`src/shared/rtsa_cfg.svh`:
```
`ifndef RTSA_CFG_SVH
`define RTSA_CFG_SVH
// time base and subsecond tick
`define RTSA_TB_HZ 32768
`define RTSA_SUB_TICKS 4096
`define RTSA_SUB_W 12
// time base cycles per subsecond tick (32768 / 4096)
`define RTSA_TB_PER_TICK 8
// alarm window: 12 days in seconds
`define RTSA_TOD_MAX_AHEAD 32'd1036800
`define RTSA_TOD_MIN_AHEAD 32'd1
// calibration trim in ppm
`define RTSA_TRIM_MAX 127
// trim accumulator: one million time base cycles per ppm unit
`define RTSA_PPM_BASE 20'd1000000
// square wave select codes
`define RTSA_SQW_1HZ 2'd0
`define RTSA_SQW_512HZ 2'd1
`define RTSA_SQW_4KHZ 2'd2
`define RTSA_SQW_TB 2'd3
`endif

```
`src/shared/rtsa_pkg.sv`:
```
package rtsa_pkg;
   typedef enum logic [1:0] {rtsa_alm_off, rtsa_alm_once, rtsa_alm_repeat} rtsa_alm_mode_t;
   typedef logic [1:0] rtsa_sqw_sel_t;
endpackage : rtsa_pkg

```
`src/rtl/rtsa_sync.sv`:
```
`timescale 1ns/1ns
`include "rtsa_cfg.svh"
// three flop input stage; change accepted when stages two and three agree
module rtsa_sync (
   // clock and reset
   input wire logic core_clk,
   input wire logic rst,
   // pin in, clean level out
   input wire logic din,
   output logic dout
);
   logic s1_r, s2_r, s3_r;
   always_ff @(posedge core_clk) begin
      if (rst) begin
         s1_r <= 1'b0;
         s2_r <= 1'b0;
         s3_r <= 1'b0;
         dout <= 1'b0;
      end else begin
         s1_r <= din;
         s2_r <= s1_r;
         s3_r <= s2_r;
         if (s2_r == s3_r) dout <= s3_r;
      end
   end
endmodule : rtsa_sync

```
`src/rtl/rtsa_top.sv`:
```
`timescale 1ns/1ns
`include "rtsa_cfg.svh"
module rtsa_top
   import rtsa_pkg::*;
#(
   parameter int TB_PER_TICK = `RTSA_TB_PER_TICK,
   parameter int PPM_BASE = `RTSA_PPM_BASE
) (
   // clock and reset
   input wire logic core_clk,
   input wire logic rst,
   // time base pins
   input wire logic xtal_clk_in,
   input wire logic ext_clk_in,
   input wire logic ext_sel,
   // control
   input wire logic run_en,
   input wire logic sec_load,
   input wire logic [31:0] sec_load_val,
   input wire logic signed [7:0] trim_ppm,
   // time-of-day alarm
   input wire logic tod_arm,
   input wire logic tod_repeat,
   input wire logic [31:0] tod_target,
   input wire logic tod_ack,
   // subsecond alarm
   input wire logic sub_arm,
   input wire logic sub_repeat,
   input wire logic [31:0] sub_interval,
   input wire logic sub_ack,
   // interrupt and wake
   input wire logic irq_en,
   input wire logic wake_en,
   // square wave
   input wire logic sqw_en,
   input wire rtsa_sqw_sel_t sqw_sel,
   // status out
   output logic [31:0] seconds,
   output logic [11:0] subsec,
   output logic tod_flag,
   output logic sub_flag,
   output logic tod_armed,
   output logic sub_armed,
   output logic tod_reject,
   output logic irq,
   output logic wake_req,
   output logic square_wave_output
);
   // 255 would let a doubled edge wrap the 8-bit divider past its limit
   if (TB_PER_TICK < 1 || TB_PER_TICK > 254) begin : g_bad_tick
      $error("TB_PER_TICK out of range");
   end
   if (PPM_BASE < 1000 || PPM_BASE > 1048575) begin : g_bad_ppm
      $error("PPM_BASE out of range");
   end

   logic xtal_s, ext_s, tb_lvl, tb_prev_r, tb_rise;
   logic [7:0] div_r;
   logic [19:0] ppm_acc_r;
   logic tick_r, tb_edge_ok, skip_r, extra_r;
   logic [31:0] sub_cnt_r;
   logic [31:0] tod_tgt_r, tod_dist_r;
   logic tod_rep_r, sub_rep_r;
   logic [31:0] sub_int_r;
   logic [31:0] ahead;
   logic sec_wrap;
   logic [8:0] trim_mag;

   rtsa_sync u_sx (.core_clk(core_clk), .rst(rst), .din(xtal_clk_in), .dout(xtal_s));
   rtsa_sync u_se (.core_clk(core_clk), .rst(rst), .din(ext_clk_in), .dout(ext_s));

   assign tb_lvl = ext_sel ? ext_s : xtal_s;
   assign tb_rise = tb_lvl & ~tb_prev_r;
   // -128 lies outside the trim range and is held to the limit
   assign trim_mag = (trim_ppm == 8'sh80) ? 9'(`RTSA_TRIM_MAX) :
      trim_ppm[7] ? 9'(-$signed({trim_ppm[7], trim_ppm})) : {1'b0, trim_ppm};

   always_ff @(posedge core_clk) begin
      if (rst) tb_prev_r <= 1'b0;
      else tb_prev_r <= tb_lvl;
   end

   // ppm accumulator: every PPM_BASE time base edges, trim_mag edges dropped or added
   always_ff @(posedge core_clk) begin
      if (rst) begin
         ppm_acc_r <= 20'h0;
         skip_r <= 1'b0;
         extra_r <= 1'b0;
      end else if (tb_rise && run_en) begin
         skip_r <= 1'b0;
         extra_r <= 1'b0;
         if ({12'h0, ppm_acc_r} + 32'(trim_mag) >= 32'(PPM_BASE)) begin
            ppm_acc_r <= 20'(32'(ppm_acc_r) + 32'(trim_mag) - 32'(PPM_BASE));
            if (trim_ppm[7]) skip_r <= 1'b1;
            else extra_r <= 1'b1;
         end else begin
            ppm_acc_r <= ppm_acc_r + 20'(trim_mag);
         end
      end
   end

   // negative trim swallows one edge; positive trim counts one edge twice
   assign tb_edge_ok = tb_rise && run_en && !skip_r;

   always_ff @(posedge core_clk) begin
      if (rst) begin
         div_r <= 8'h0;
         tick_r <= 1'b0;
      end else begin
         tick_r <= 1'b0;
         if (tb_edge_ok) begin
            if (div_r + (extra_r ? 8'h2 : 8'h1) >= 8'(TB_PER_TICK)) begin
               div_r <= 8'h0;
               tick_r <= 1'b1;
            end else begin
               div_r <= div_r + (extra_r ? 8'h2 : 8'h1);
            end
         end
      end
   end

   assign sec_wrap = tick_r && (subsec == 12'hfff);

   // seconds and subsecond counters
   always_ff @(posedge core_clk) begin
      if (rst) begin
         seconds <= 32'h0;
         subsec <= 12'h0;
      end else if (sec_load) begin
         seconds <= sec_load_val;
         subsec <= 12'h0;
      end else if (tick_r) begin
         subsec <= subsec + 12'h1;
         if (sec_wrap) seconds <= seconds + 32'h1;
      end
   end

   // time-of-day alarm
   assign ahead = tod_target - seconds;
   always_ff @(posedge core_clk) begin
      if (rst) begin
         tod_armed <= 1'b0;
         tod_reject <= 1'b0;
         tod_tgt_r <= 32'h0;
         tod_dist_r <= 32'h0;
         tod_rep_r <= 1'b0;
      end else if (tod_arm) begin
         tod_rep_r <= tod_repeat;
         tod_tgt_r <= tod_target;
         tod_dist_r <= ahead;
         if (ahead >= `RTSA_TOD_MIN_AHEAD && ahead <= `RTSA_TOD_MAX_AHEAD) begin
            tod_armed <= 1'b1;
            tod_reject <= 1'b0;
         end else begin
            tod_armed <= 1'b0;
            tod_reject <= 1'b1;
         end
      end else if (tod_armed && sec_wrap && (seconds + 32'h1 == tod_tgt_r)) begin
         // repeat re-arms at the distance captured when the alarm was set
         if (tod_rep_r) tod_tgt_r <= tod_tgt_r + tod_dist_r;
         else tod_armed <= 1'b0;
      end
   end

   logic tod_hit, sub_hit;
   assign tod_hit = tod_armed && sec_wrap && (seconds + 32'h1 == tod_tgt_r);

   // subsecond alarm: down counter of 1/4096 s ticks
   always_ff @(posedge core_clk) begin
      if (rst) begin
         sub_armed <= 1'b0;
         sub_cnt_r <= 32'h0;
         sub_int_r <= 32'h0;
         sub_rep_r <= 1'b0;
      end else if (sub_arm) begin
         sub_armed <= (sub_interval != 32'h0);
         sub_cnt_r <= sub_interval;
         sub_int_r <= sub_interval;
         sub_rep_r <= sub_repeat;
      end else if (sub_armed && tick_r) begin
         if (sub_cnt_r == 32'h1) begin
            if (sub_rep_r) sub_cnt_r <= sub_int_r;
            else sub_armed <= 1'b0;
         end else begin
            sub_cnt_r <= sub_cnt_r - 32'h1;
         end
      end
   end

   assign sub_hit = sub_armed && tick_r && (sub_cnt_r == 32'h1);

   // sticky flags: a hit in the ack cycle keeps the flag set
   always_ff @(posedge core_clk) begin
      if (rst) begin
         tod_flag <= 1'b0;
         sub_flag <= 1'b0;
      end else begin
         tod_flag <= tod_hit | (tod_flag & ~tod_ack);
         sub_flag <= sub_hit | (sub_flag & ~sub_ack);
      end
   end

   // wake runs from flags and hits with no ack mask, registered on core_clk like irq
   always_ff @(posedge core_clk) begin
      if (rst) begin
         irq <= 1'b0;
         wake_req <= 1'b0;
      end else begin
         irq <= irq_en & ((tod_flag & ~tod_ack) | (sub_flag & ~sub_ack) | tod_hit | sub_hit);
         wake_req <= wake_en & (tod_flag | sub_flag | tod_hit | sub_hit);
      end
   end

   // square wave from the calibrated count chain, except the TB code and, with TB_PER_TICK below 2, the 4 kHz code, which give the raw time base
   always_ff @(posedge core_clk) begin
      if (rst) square_wave_output <= 1'b0;
      else if (!sqw_en) square_wave_output <= 1'b0;
      else begin
         case (sqw_sel)
            `RTSA_SQW_1HZ: square_wave_output <= subsec[11];
            `RTSA_SQW_512HZ: square_wave_output <= subsec[2];
            // a one-edge divider has no half phase, so the time base itself is the tick rate
            `RTSA_SQW_4KHZ: square_wave_output <= (TB_PER_TICK < 2) ? tb_lvl :
               (div_r < 8'(TB_PER_TICK / 2));
            `RTSA_SQW_TB: square_wave_output <= tb_lvl;
            default: square_wave_output <= 1'b0;
         endcase
      end
   end
endmodule : rtsa_top

```
`config.mk`:
```
export PLATFORM = sky130hd
export DESIGN_NAME = rtsa_top
export DESIGN_NICKNAME = d
export VERILOG_FILES = /design/src/shared/rtsa_pkg.sv /design/src/rtl/rtsa_sync.sv /design/src/rtl/rtsa_top.sv
export VERILOG_INCLUDE_DIRS = /design/src /design/src/shared
export SDC_FILE = /design/constraint.sdc
export NUM_CORES = 1
export LEC_CHECK = 0
export ABC_AREA = 1
export ABC_CLOCK_PERIOD_IN_PS = 3400
export BUFFER_PORTS_ARGS = -buffer_cell sky130_fd_sc_hd__buf_2
export CAP_MARGIN = 20
export CORE_ASPECT_RATIO = 0.75
export CORE_MARGIN = 4
export CORE_UTILIZATION = 45
export DETAILED_ROUTE_END_ITERATION = 16
export GPL_ROUTABILITY_DRIVEN = 0
export GPL_TIMING_DRIVEN = 0
export PLACE_DENSITY = 0.68
export SYNTH_ARGS = -nofsm -noshare
export SYNTH_HDL_FRONTEND = slang
export SYNTH_SLANG_ARGS = --single-unit
export TNS_END_PERCENT = 20
```
`constraint.sdc`:
```
create_clock -name core_clk -period 3.4 [get_ports core_clk]
set_clock_uncertainty 0.15 [all_clocks]
set_input_delay 0.34 -clock core_clk [delete_from_list [all_inputs] [get_ports core_clk]]
set_output_delay 0.34 -clock core_clk [all_outputs]
set_load 0.005 [all_outputs]
```
# Yosys cells after proc, flatten, opt, wreduce, memory -nomap -nowiden
# Index checks and enable logic that the tools add are counted.
# W data, S select, Z words.
# totals
register_bits,222
input_bits,122
output_inout_bits,52
wordCells,131
# op_classes
n_addsub,10
magnitude_cmp,5
eq_ne,12
n_mux,31
bitwise,18
reduce_logical,25
# op_table
op,count
$mux W32,10
$add A32 B1 Y32 const B,1
$add A32 B32 Y32,1
$eq A32 B1 Y1 const B,1
$eq A32 B32 Y1,1
$ge A32 B1 Y1 const B,1
$le A32 B20 Y1 const B,1
$reduce_bool A32 Y1,1
$sub A32 B1 Y32 const B,1
$sub A32 B32 Y32,1
$add A20 B9 Y21,1
$ge A21 B20 Y1 const B,1
$add A20 B9 Y20,1
$mux W20,1
$sub A20 B20 Y20 const B,1
$mux W9,2
$mux W1,15
$add A12 B1 Y12 const B,1
$eq A12 B12 Y1 const B,1
$reduce_bool A2 Y1,6
$neg A8 Y9,1
$add A8 B2 Y8,1
$eq A8 B8 Y1 const B,1
$ge A8 B4 Y1 const B,1
18 further kinds,48

# Depth between registers and ports, before layout
# Gate-level depths: netlist of run 1.
# depth
ltp_word,7
ltp_mapped,30
ltp_nobuf,30

# Hierarchy
# From an unflattened synthesis of run 1, not the netlist that was laid out.
# hier_totals
hier_cells,2823
hier_area_um2,16995.0
# by_module_without_submodules
module,n_inst,cells_each,area_each_um2,seq_area_each_um2
rtsa_top,1,2797,16752.3,4284.1
rtsa_sync,2,13,121.4,80.1

# Least setup slack after synthesis of run 1
# Ideal clock, no wire load.
# synth_timing
path_type,in2reg
start,input port trim_ppm[0]
end,register ppm_acc_r[16]
setup_ns,0.109
t_arrival_ns,3.480
t_required_ns,3.141
slack_ns,-0.339
stages,27
path_buffers,1
cell_sequence,inv_1 -> ha_1 -> inv_1 -> nor3_1 -> nor3b_1 -> nand2_1 -> nand3_1 -> ha_1 -> nand2_1 -> inv_1 -> nand2_1 -> nand3_1 -> or2_2 -> nand2_1 -> inv_1 -> ha_1 -> nand3_1 -> nor2_1 -> nand3_1 -> nor2_1 -> nand3_1 -> nand3_2 -> buf_6 -> nand2_1 -> nand3_1 -> nand2_1 -> inv_1
# synth_via
elab_chain_cells,6
word_cells_on_any_way,9
cone_classes,add/sub: 4; order compare: 1; eq/ne: 1; mux: 3
# synth_rtl
element,line,source
start: declaration,rtsa_top.sv:20,"input wire logic signed [7:0] trim_ppm,"
$neg A8 Y9,rtsa_top.sv:76,"trim_ppm[7] ? 9'(-$signed({trim_ppm[7], trim_ppm})) : {1'b0, trim_ppm};"
$mux W9,rtsa_top.sv:76,
$mux W9 *,rtsa_top.sv:75,assign trim_mag = (trim_ppm == 8'sh80) ? 9'(`RTSA_TRIM_MAX) :
$add A20 B9 Y21,"rtsa_top.sv:93, rtsa_top.sv:97",
$sub A20 B20 Y20 / $ge A21 B20 Y1 (equally long branches),"rtsa_top.sv:93, rtsa_top.sv:92",
$mux W20 *,rtsa_top.sv:92,"if ({12'h0, ppm_acc_r} + 32'(trim_mag) >= 32'(PPM_BASE)) begin"
end signal: assignment,rtsa_top.sv:93,ppm_acc_r <= 20'(32'(ppm_acc_r) + 32'(trim_mag) - 32'(PPM_BASE));
end signal: assignment,rtsa_top.sv:97,ppm_acc_r <= ppm_acc_r + 20'(trim_mag);
end: declaration,rtsa_top.sv:59,logic [19:0] ppm_acc_r;
# Every way passes the cells marked *; elsewhere a longest branch is shown, timed or not.
# A chain may end at the register's enable or synchronous reset.

# Worst setup path in the final report of run 1
# layout_timing
start,register seconds[13]
end,register tod_tgt_r[1]
# layout_via
elab_chain_cells,5
# layout_rtl
element,line,source
start: declaration,rtsa_top.sv:38,"output logic [31:0] seconds,"
start signal: assignment,rtsa_top.sv:130,seconds <= sec_load_val;
start signal: assignment,rtsa_top.sv:134,if (sec_wrap) seconds <= seconds + 32'h1;
$add A32 B1 Y32,rtsa_top.sv:158,end else if (tod_armed && sec_wrap && (seconds + 32'h1 == tod_tgt_r)) begin
$eq A32 B32 Y1,rtsa_top.sv:158,
$logic_and A1 B1 Y1,rtsa_top.sv:158,
$reduce_bool A2 Y1 (no source line),n/a,
$reduce_and A2 Y1 (no source line),n/a,
end signal: assignment,rtsa_top.sv:149,tod_tgt_r <= tod_target;
end signal: assignment,rtsa_top.sv:160,if (tod_rep_r) tod_tgt_r <= tod_tgt_r + tod_dist_r;
end: declaration,rtsa_top.sv:62,"logic [31:0] tod_tgt_r, tod_dist_r;"
# No other way between the ends.

==> flow_summary.yaml, run 1 <==
power:
  p_sw_uw: 2578
  p_clk_share_pct: 38.1
  powerDensity_nw_per_um2: 367.4
  pwr-share-seq_pct: 37.4
  switching_share_pct: 33.35
  power_frac_comb_pct: 24.5
  vdd_drop_max_mv: 0.3286
  leakagePower_uw: 0.009770
  internal_power_uw: 5152
finish:
  drive_gt1_share_pct: 12.39
  layout.nets: 3343
  multiInputGateArea_sq_um: 11520
  regArea_sq_um: 4454
  nFillCells: 3694
  num_antenna_cells: 0
  area_growth_pct: 22.71
clock_tree:
  cts_buffers: 24
  cts_tree: "built"
  path_clk_slew_ns: 0.07
  clockRootBuffer: "clkbuf_16"
  clock_sinks: 222
  cts-htree-levels: 1
  clk_latency_ns: 0.56
  clockBufferDepth: 3
setup_path:
  worstReg2RegStart: "seconds[13]"
  end_kind: "register"
  critPathArrivalTime_ns: 3.74
  critPathMaxFanout: 10
  critPathSlowestCell: "dfxtp_1"
  critPathKind: "register to register"
  r2r_slack_ns: -0.05
  cpLargestDelayFamily: "simple AND/OR/NAND/NOR gates"
  r2r_end: "tod_tgt_r[1]"
  slowest_delay_ns: 0.52
  crit_chain: "nand2_1 > nor2_1 > nand2_1 > nor2_1 > nand3_1 > nand2_1 > xor2_1 > nand4_1 > nor2_4 > nand3_4 > nand2_4 > buf_6 > inv_2 > nor2_1 > nor2_1"
  reg2reg_depth: 15
  worst-path-buf-inv: 2
  cpMostUsedCell: "nor2_1"
  cp-start-kind: "register"
  critical_path_required_ns: 3.69
  worst-path-stages: 15
routing:
  num_vias: 20870
  wl_per_cell_microns: 18.61
  wirelength_microns: 68090
  drc_errors: 0
  drtPass1Iterations: 7
  ant_nets: 0
  drt_iter0_drc: 2678
  routed_via_density: 5.703
placement:
  portBuffers: 170
  hpwl_microns: 52910
  preCtsSetupSlack_ns: -0.9032
yosys:
  synth_seq_cells: 222
  ys_seq_area_share_pct: 25.92
  syn_area_per_cell_sq_um: 6.033
  yosys_warnings: 0
  synth_nets: 3048
  synth_flop_cell: "dfxtp_1"
  netlist_area_sq_um: 17150
  synth_edf_count: 0
  synth.distinct_cells: 50
  ys_async_sr_fraction_pct: 0
  syn_inst: 2842
global_route:
  grt_pass1_vias: 18110
  antenna_found_initial: 0
  grt_pass1_wl_microns: 100500
  grt.overflow.total: 0
  track_usage_pct: 30.88
  grt_max_degree: 16
timing:
  finalHoldViolCount: 0
  timing.final.crit_period_ns: 3.452
  finalWorstSetupSlack_ns: -0.05197
  drv_slew: 0
  hold_ws_ns: 0.03158
  slew_headroom_pct: 27.08
  rsz0062_at_grt: "yes"
  fin_crit_sh_pct: 101.5
  tns_ns: -0.1229
  fmax_mhz: 289.7
  setup_viol: 4
  worst_slew_pin_slew_ns: 1.094
floorplan:
  die_h_microns: 177.1
  rows: 61
  die_x_microns: 233.4
  start_util_pct: 45.94
  ios: 174
  dieArea_sq_um: 41320
  coreArea_sq_um: 37320
min_path:
  worstHoldPathCells: 5
  hp-start: "tod_target[18]"
  min_to: "tod_tgt_r[18]"
  hold_path.class: "input port to register"
outcome:
  violations: "negative setup slack"
  status: "finished with violations"
flow_run:
  maxCapViolCount: 0
layout make-up:
type	count	area share [%]
plain buffers	82	1.653
multi-input cells	2171	54.76
clock buffers	26	2.938
inverters	367	6.595
well taps	504	2.997
flip-flops and latches	222	21.17
repair buffers	269	8.694
clock inverters	18	1.195
through the flow:
step | std cells | total power (uW) | util, % | area [sq um]
CTS | 3640 | 7624 | 54.63 | 20390
global route | 3659 | 8061 | 56.37 | 21040
global placement | 3516 | 4606 | 50.05 | 18680
detailed placement | 3516 | 4639 | 50.05 | 18680
floorplan | 2842 | 4087 | - | 17200
finish | 3659 | 7730 | 56.37 | 21040
worst min-delay path, cell delays in order:
cell	delay (ns)
buf_2	0.13
nand2_1	0.07
nand2_1	0.05
nand2_1	0.06
a21oi_1	0.05
cells by family after synthesis:
family	synth area share, %
other	0.02187
DFF	25.92
and+or+nand+nor	38.67
buffers and inverters	10.05
xor gates and xnor gates	3.919
AOI/OAI and AO/OA	15.12
adders and majority gates	6.305
state kept, by name (all words and copies together), names as in the netlist, 8 cells and up:
| name | flops |
|---|---|
| tod_dist_r | 32 |
| sub_cnt_r | 32 |
| subsec | 12 |
| div_r | 8 |
| tod_tgt_r | 32 |
| ppm_acc_r | 20 |
| seconds | 32 |
| sub_int_r | 32 |
timing repair:
action,in CTS,in global routing
pin swaps,4,25
setup endpoints to repair,50,51
hold buffers,76,0
endpoints found under the hold margin,103,0
cloned,0,1
buffers inserted,4,18
gates resized for setup,13,130
layout by cell type, fill, tap and decap left out, types with 12 or more instances in the layout:
| cell type | Yosys | final |
|---|---|---|
| buf_4 | 0 | 19 |
| buf_2 | 6 | 173 |
| clkbuf_1 | 66 | 67 |
| clkbuf_16 | 0 | 24 |
| o2111ai_1 | 13 | 13 |
| nor2_1 | 286 | 264 |
| inv_1 | 360 | 351 |
| nor2_4 | 6 | 13 |
| ha_1 | 80 | 69 |
| dlygate4sd3_1 | 0 | 76 |
| nand4_1 | 48 | 48 |
| xor2_1 | 41 | 41 |
| o211ai_1 | 33 | 33 |
| nand3_2 | 3 | 12 |
| nand2_1 | 870 | 837 |
| nor4_1 | 15 | 15 |
| dfxtp_1 | 222 | 216 |
| nand2_2 | 4 | 26 |
| nand3_1 | 238 | 223 |
| a31oi_1 | 58 | 58 |
| a21oi_1 | 186 | 182 |
| xnor2_1 | 28 | 28 |
| or2_2 | 14 | 13 |
| nor3_1 | 41 | 38 |
| o21ai_0 | 106 | 102 |
| nand3b_1 | 22 | 22 |
| nor2_2 | 8 | 23 |
power by group through the flow:
stage                     sequential, uW  combinational (uW)  clock, uW
final                               2890                1900       2940
after global routing                2910                2090       3070
after CTS                           2880                1780       2960
after detailed placement            2940                1700          0
after global placement              2940                1670          0
after floorplan                     2900                1190          0
worst max-delay path by stage:
stage,start,endpoint,slack [ns]
after floorplan,trim_ppm[0],ppm_acc_r[16],0.007
after global placement,trim_ppm[0],ppm_acc_r[15],-0.80
after detailed placement,trim_ppm[0],ppm_acc_r[15],-0.90
after CTS,trim_ppm[0],ppm_acc_r[15],-0.002
after global routing,trim_ppm[1],ppm_acc_r[8],-0.20
final,seconds[13],tod_tgt_r[1],-0.05
layer usage:
metal  wire length, microns  track usage [%]
met1                  29810            46.71
met2                  27790            44.26
met3                   8543            6.725
met4                   1942            7.472
met5                      0                0
synth_stat cells (28+ instances only):
master	number	area share (%)
xnor2_1	28	1.4
inv_1	360	7.9
dfxtp_1	222	26
a21oi_1	186	5.4
a31oi_1	58	2.1
nor3_1	41	1.2
nand4_1	48	1.8
o21ai_0	106	3.1
nand2_1	870	19
xor2_1	41	2.1
ha_1	80	5.8
nand3_1	238	6.9
o211ai_1	33	1.4
clkbuf_1	66	1.4
nor2_1	286	6.3
No activity file was read; power rests on OpenSTA's default activity.
==> run 2, diff against run 1 <==
--- a/config.mk
+++ b/config.mk
@@ -17,6 +17,7 @@
 export GPL_ROUTABILITY_DRIVEN = 0
 export GPL_TIMING_DRIVEN = 0
 export PLACE_DENSITY = 0.68
+export REMOVE_ABC_BUFFERS = 1
 export SYNTH_ARGS = -nofsm -noshare
 export SYNTH_HDL_FRONTEND = slang
 export SYNTH_SLANG_ARGS = --single-unit
==> run 2 against run 1 <==
Effect of this change: fmax grew 0.96%; critical endpoint is now tod_tgt_r[0]; cell area down 0.28%; critical path type unchanged; the run still ends with negative setup slack left; clock-buffer cell count grew 10; global-route usage fell by 2.3 points; non-clock buffer count is 64 lower; routed wire length decreased by 7.3%.
==> flow_summary.yaml, run 2 (same netlist as run 1, synthesis figures left out) <==
global_route:
  gr-usage-met2_pct: 39.96
  track_usage_pct: 28.54
  grt_max_degree: 106
  grt_pass1_wl_microns: 94380
  antenna_found_initial: 1
  grt.busiest_layer: "met1"
  met3_usage_pct: 7.014
  grt_util_met1_pct: 42.94
  grt_pass1_vias: 17650
  grt.overflow.total: 0
placement:
  portBuffers: 173
  hpwl_microns: 47320
routing:
  drc_errors: 0
  drt_iter0_drc: 2296
  routed_via_density: 5.625
  wl_per_cell_microns: 17.52
  ant_nets: 0
  wirelength_microns: 63120
  num_vias: 20260
  drtPass1Iterations: 7
setup_path:
  critPathArrivalTime_ns: 3.76
  end_kind: "register"
  critPathMaxFanout: 6
  critPathKind: "register to register"
  cp-start-kind: "register"
  critical_path_required_ns: 3.74
power:
  vdd_drop_max_mv: 0.3456
  powerDensity_nw_per_um2: 355.7
  leakagePower_uw: 0.009754
timing:
  hold_ws_ns: 0.01228
  fin_crit_sh_pct: 100.6
  worst_slew_pin_slew_ns: 1.004
  slew_headroom_pct: 32.35
  timing.final.crit_period_ns: 3.419
  drv_slew: 0
  rsz0062_at_grt: "yes"
  finalWorstSetupSlack_ns: -0.01917
  finalHoldViolCount: 0
  tns_ns: -0.01917
  fmax_mhz: 292.5
  setup_viol: 1
outcome:
  violations: "negative setup slack"
  status: "finished with violations"
floorplan:
  start_util_pct: 45.94
  coreArea_sq_um: 37320
  dieArea_sq_um: 41320
  ios: 174
  rows: 61
  die_h_microns: 177.1
  die_x_microns: 233.4
clock_tree:
  clk_latency_ns: 0.55
  cts_tree: "built"
  path_clk_slew_ns: 0.07
  clock_sinks: 222
  clockRootBuffer: "clkbuf_16"
  cts-htree-levels: 1
  clockBufferDepth: 3
  cts_buffers: 24
finish:
  layout.nets: 3287
  layout_common_cells: "836 x nand2_1, 349 x inv_1, 259 x nor2_1"
  drive_gt1_share_pct: 13.24
  area_growth_pct: 22.37
  final_common_cell: "nand2_1"
  nFillCells: 3670
min_path:
  hold_path.class: "input port to register"
flow_run:
  maxCapViolCount: 0
-- run 2: changes by cell type in the layout (fill, tap and decap cells not counted), sizes merged, moves of 2 or more --
cell,change
clkbuf,-57
nand2,+2
nand3,+6
dlygate4sd3,-2
bufinv,-3
inv,-3
buf,+5
clkinv,-5
-- run 2: through the flow --
stage	utilization [%]	cells	setup slack (ns)	total power, uW	instance area [sq um]
CTS	54.50	3576	0.0002962	7392	20340
finish	56.22	3602	-0.01917	7463	20980
detailed placement	49.59	3445	-1.493	4596	18510
global placement	49.03	3437	-2.694	4546	18300
floorplan	-	2760	-0.3704	4023	16800
global route	56.22	3602	-0.07364	7805	20980
-- run 2: metal layers --
| layer | vias to the layer above | part of all wire, % | wire length [microns] |
|---|---|---|---|
| met2 | 1063 | 39 | 24900 |
| met3 | 125 | 12 | 7357 |
| met4 | 0 | 3.3 | 2066 |
| met1 | 9230 | 46 | 28790 |
| met5 | - | 0 | 0 |
| li1 | 9842 | - | - |
-- run 2: worst paths after layout --
kind	slack, ns	from	cells past startpoint	endpoint
max reg2reg	-0.02	seconds[16]	15	tod_tgt_r[0]
max	-0.02	seconds[16]	15	tod_tgt_r[0]
min	0.01	tod_target[31]	5	tod_tgt_r[31]
min reg2reg	0.26	u_se.s1_r	2	u_se.s2_r
-- run 2: where the power goes --
part	leakage [uW]	internal, uW	switching (uW)
Combinational	0.00754	687	1140
Clock	0.000383	1570	1170
Sequential	0.00183	2740	153
Total	0.00975	5000	2470
-- run 2: layout make-up --
class	instances	area [sq um]	share of cell area, %
antenna	1	2.502	0.01193
clock buffer	36	695.7	3.316
clock inverter	6	97.59	0.4651
inverter	367	1389	6.619
multi-input combinational	2179	11630	55.45
sequential	222	4462	21.27
tap	504	630.6	3.006
timing repair buffer	287	2071	9.869
-- run 2: critical path: stages, from the launching register on --
cell and delay [ns]:
dfxtp_1 0.49, nand2_1 0.15, nor2_1 0.35, nand2_1 0.27
nor2_1 0.20, nand3_1 0.11, nand2_1 0.11, xor2_1 0.17
nand4_1 0.27, nor2_4 0.30, nand3_4 0.17, buf_4 0.18
buf_4 0.13, nand3_1 0.07, nand2_1 0.10, nor2_1 0.12
-- run 2: what timing repair did --
item                                    CTS  global route
cloned                                    5             3
endpoints found under the hold margin   102             1
hold buffers                             73             1
setup buffers                            11            20
pin swaps                                10            24
endpoints found under the setup margin   50            72
resized for setup                        36           116
==> run 3, diff against run 2 <==
--- a/config.mk
+++ b/config.mk
@@ -20,5 +20,6 @@
 export REMOVE_ABC_BUFFERS = 1
 export SYNTH_ARGS = -nofsm -noshare
 export SYNTH_HDL_FRONTEND = slang
+export SYNTH_HIERARCHICAL = 1
 export SYNTH_SLANG_ARGS = --single-unit
 export TNS_END_PERCENT = 20
==> run 3 against run 2 <==
Effect of this change: clock-buffer cell count is the same; sequential cell count is the same; worst setup slack worse by 0.10 ns; first-iteration DRC count is essentially flat; worst hold slack improved by 0.015 ns; sequential share of layout area about the same; global-route usage fell by 0.42 points; the flow still finishes with violations (negative setup slack).
==> flow_summary.yaml, run 3 <==
outcome:
  status: "finished with violations"
  violations: "negative setup slack"
floorplan:
  die_h_microns: 176.3
  start_util_pct: 45.72
  coreArea_sq_um: 37170
  die_x_microns: 232.4
  dieArea_sq_um: 40970
  ios: 174
  rows: 61
timing:
  fin_crit_sh_pct: 103.6
  timing.final.crit_period_ns: 3.523
  worst_slew_pin_slew_ns: 1.045
  tns_ns: -0.9201
  setup_viol: 15
  finalWorstSetupSlack_ns: -0.1230
  fmax_mhz: 283.8
  finalHoldViolCount: 0
  slew_headroom_pct: 29.60
  drv_slew: 0
  rsz0062_at_grt: "yes"
setup_path:
  end_kind: "register"
  critical_path_required_ns: 3.69
  cp-start-kind: "input port"
  critPathArrivalTime_ns: 3.81
  r2r_end: "tod_tgt_r[1]"
  r2r_slack_ns: 0.03
  worst-path-buf-inv: 7
  slowest_delay_ns: 0.26
  critPathMaxFanout: 7
  worst-path-stages: 30
  reg2reg_depth: 16
  cpLargestDelayFamily: "simple AND/OR/NAND/NOR gates"
  critPathKind: "input port to register"
  worstReg2RegStart: "seconds[7]"
  critPathSlowestCell: "fa_2"
yosys:
  yosys.area_share.adder_pct: 6.361
  ys_async_sr_fraction_pct: 0
  syn_inst: 2823
  yosys.area_share.simple_pct: 38.15
  yosys_warnings: 6
  synth_edf_count: 0
  synth_top_family_by_area: "simple AND/OR/NAND/NOR gates"
  synth_xor_area_share_pct: 3.740
  synth_top_area_cell: "dfxtp_1"
  synth.distinct_cells: 49
  ys_seq_area_share_pct: 26.15
  netlist_area_sq_um: 17000
  yosys-top-cells-area: "dfxtp_1 26%, nand2_1 19%, inv_1 7.5%, nand3_1 6.7%, nor2_1 6.5%"
  synth_common_cells: "856 x nand2_1, 341 x inv_1, 296 x nor2_1, 228 x nand3_1, 222 x dfxtp_1"
  syn_area_per_cell_sq_um: 6.020
  synth_seq_cells: 222
  muxShareOfSynthArea_pct: 0
  synth_most_common_cell: "nand2_1"
  yosysTopAreaCellShare_pct: 26.15
  synth-compound-area-share_pct: 15.76
  synth_flop_cell: "dfxtp_1"
routing:
  num_vias: 20020
  drtPass1Iterations: 7
  routed_via_density: 5.597
  wirelength_microns: 61910
  wl_per_cell_microns: 17.31
  ant_nets: 0
  drc_errors: 0
  drt_iter0_drc: 2297
clock_tree:
  clockRootBuffer: "clkbuf_16"
  cts_buffers: 24
  cts_tree: "built"
  path_clk_slew_ns: 0.06
  clock_sinks: 222
  cts-htree-levels: 1
  clockBufferDepth: 3
  clk_latency_ns: 0.54
min_path:
  hp-start: "tod_target[31]"
  min_to: "tod_tgt_r[31]"
  hold_path.class: "input port to register"
  worstHoldPathCells: 5
flow_run:
  maxCapViolCount: 0
global_route:
  track_usage_pct: 28.12
  antenna_found_initial: 0
  grt_max_degree: 102
  grt_pass1_vias: 17550
  grt.overflow.total: 0
  grt_pass1_wl_microns: 93030
placement:
  portBuffers: 173
  place_area_sq_um: 18290
  hpwl_microns: 45880
finish:
  area_growth_pct: 23.23
  drive_gt1_share_pct: 14.10
  final_common_cell: "nand2_1"
  layout.nets: 3261
  fin_area_sq_um: 20940
  num_antenna_cells: 0
  layout_common_cells: "813 x nand2_1, 330 x inv_1, 281 x nor2_1"
power:
  vdd_drop_max_mv: 0.3543
  powerDensity_nw_per_um2: 353.5
  leakagePower_uw: 0.009600
  design_power_total_uw: 7404
-- run 3: changes by cell type after synthesis, sizes merged, moves of 8 or more --
cell,delta
nand2,-16
nor2,+8
nand4,-9
inv,-18
nand3,-12
a21oi,+20
-- run 3: kinds of logic after synthesis --
family | Yosys count
AND/OR/NAND/NOR | 1542
AO/OA/AOI/OAI | 468
XOR/XNOR | 71
adder cells (fa/ha/maj) | 84
flip-flops | 222
buffers and inverters | 435
other | 1
-- run 3: metrics by stage --
| step | hold slack (ns) | setup WS (ns) | instances | util, % |
|---|---|---|---|---|
| floorplan | 0.2383 | -0.4938 | 2737 | - |
| global placement | 0.2426 | -3.556 | 3414 | 48.79 |
| detailed placement | 0.2438 | -1.574 | 3421 | 49.19 |
| CTS | 0.01597 | -0.0003140 | 3549 | 53.96 |
| global route | 0.05403 | -0.3123 | 3576 | 56.34 |
| finish | 0.02738 | -0.1230 | 3576 | 56.34 |
-- run 3: worst min-delay path, cell delays in order --
cell	delay [ns]
buf_2	0.11
nand2_1	0.06
nand2_1	0.05
nand2_1	0.06
a21oi_1	0.05
-- run 3: report_power, final --
part | total, uW | switching, uW | internal, uW | leakage (uW)
logic | 1830 | 1140 | 689 | 0.00740
registers | 2900 | 153 | 2740 | 0.00183
clock network | 2680 | 1140 | 1540 | 0.000374
-- run 3: repair_timing --
item,CTS,global route
setup endpoints to repair,51,83
hold buffers,75,0
endpoints found under the hold margin,100,0
buffers inserted,9,24
resized for setup,34,165
cloned,1,1
pin swaps,6,71
-- run 3: final cells by class --
cell class | instances | area [sq um]
clock buffer | 36 | 716.9
tap | 504 | 630.6
clock inverter | 7 | 73.82
multi-input combinational | 2168 | 11640
fill | 3625 | 16230
timing repair buffer | 290 | 2103
sequential | 222 | 4454
inverter | 349 | 1325
-- run 3: worst max-delay path by stage --
stage	slack, ns	startpoint	to
final	-0.12	trim_ppm[1]	ppm_acc_r[17]
after floorplan	-0.49	trim_ppm[0]	ppm_acc_r[17]
after global routing	-0.31	trim_ppm[1]	ppm_acc_r[17]
after detailed placement	-1.57	trim_ppm[0]	ppm_acc_r[17]
after global placement	-3.56	sub_arm	sub_cnt_r[31]
after CTS	-0.0003	trim_ppm[0]	ppm_acc_r[7]
-- run 3: routing by layer --
layer / wire length [microns] / part of all wire (%) / track usage, % / vias up
li1: - / - / - / 9742
met1: 27940 / 45 / 42.28 / 9098
met2: 24700 / 40 / 39.58 / 1033
met3: 7055 / 11 / 6.613 / 143
met4: 2225 / 3.6 / 8.414 / 0
met5: 0 / 0 / 0 / -
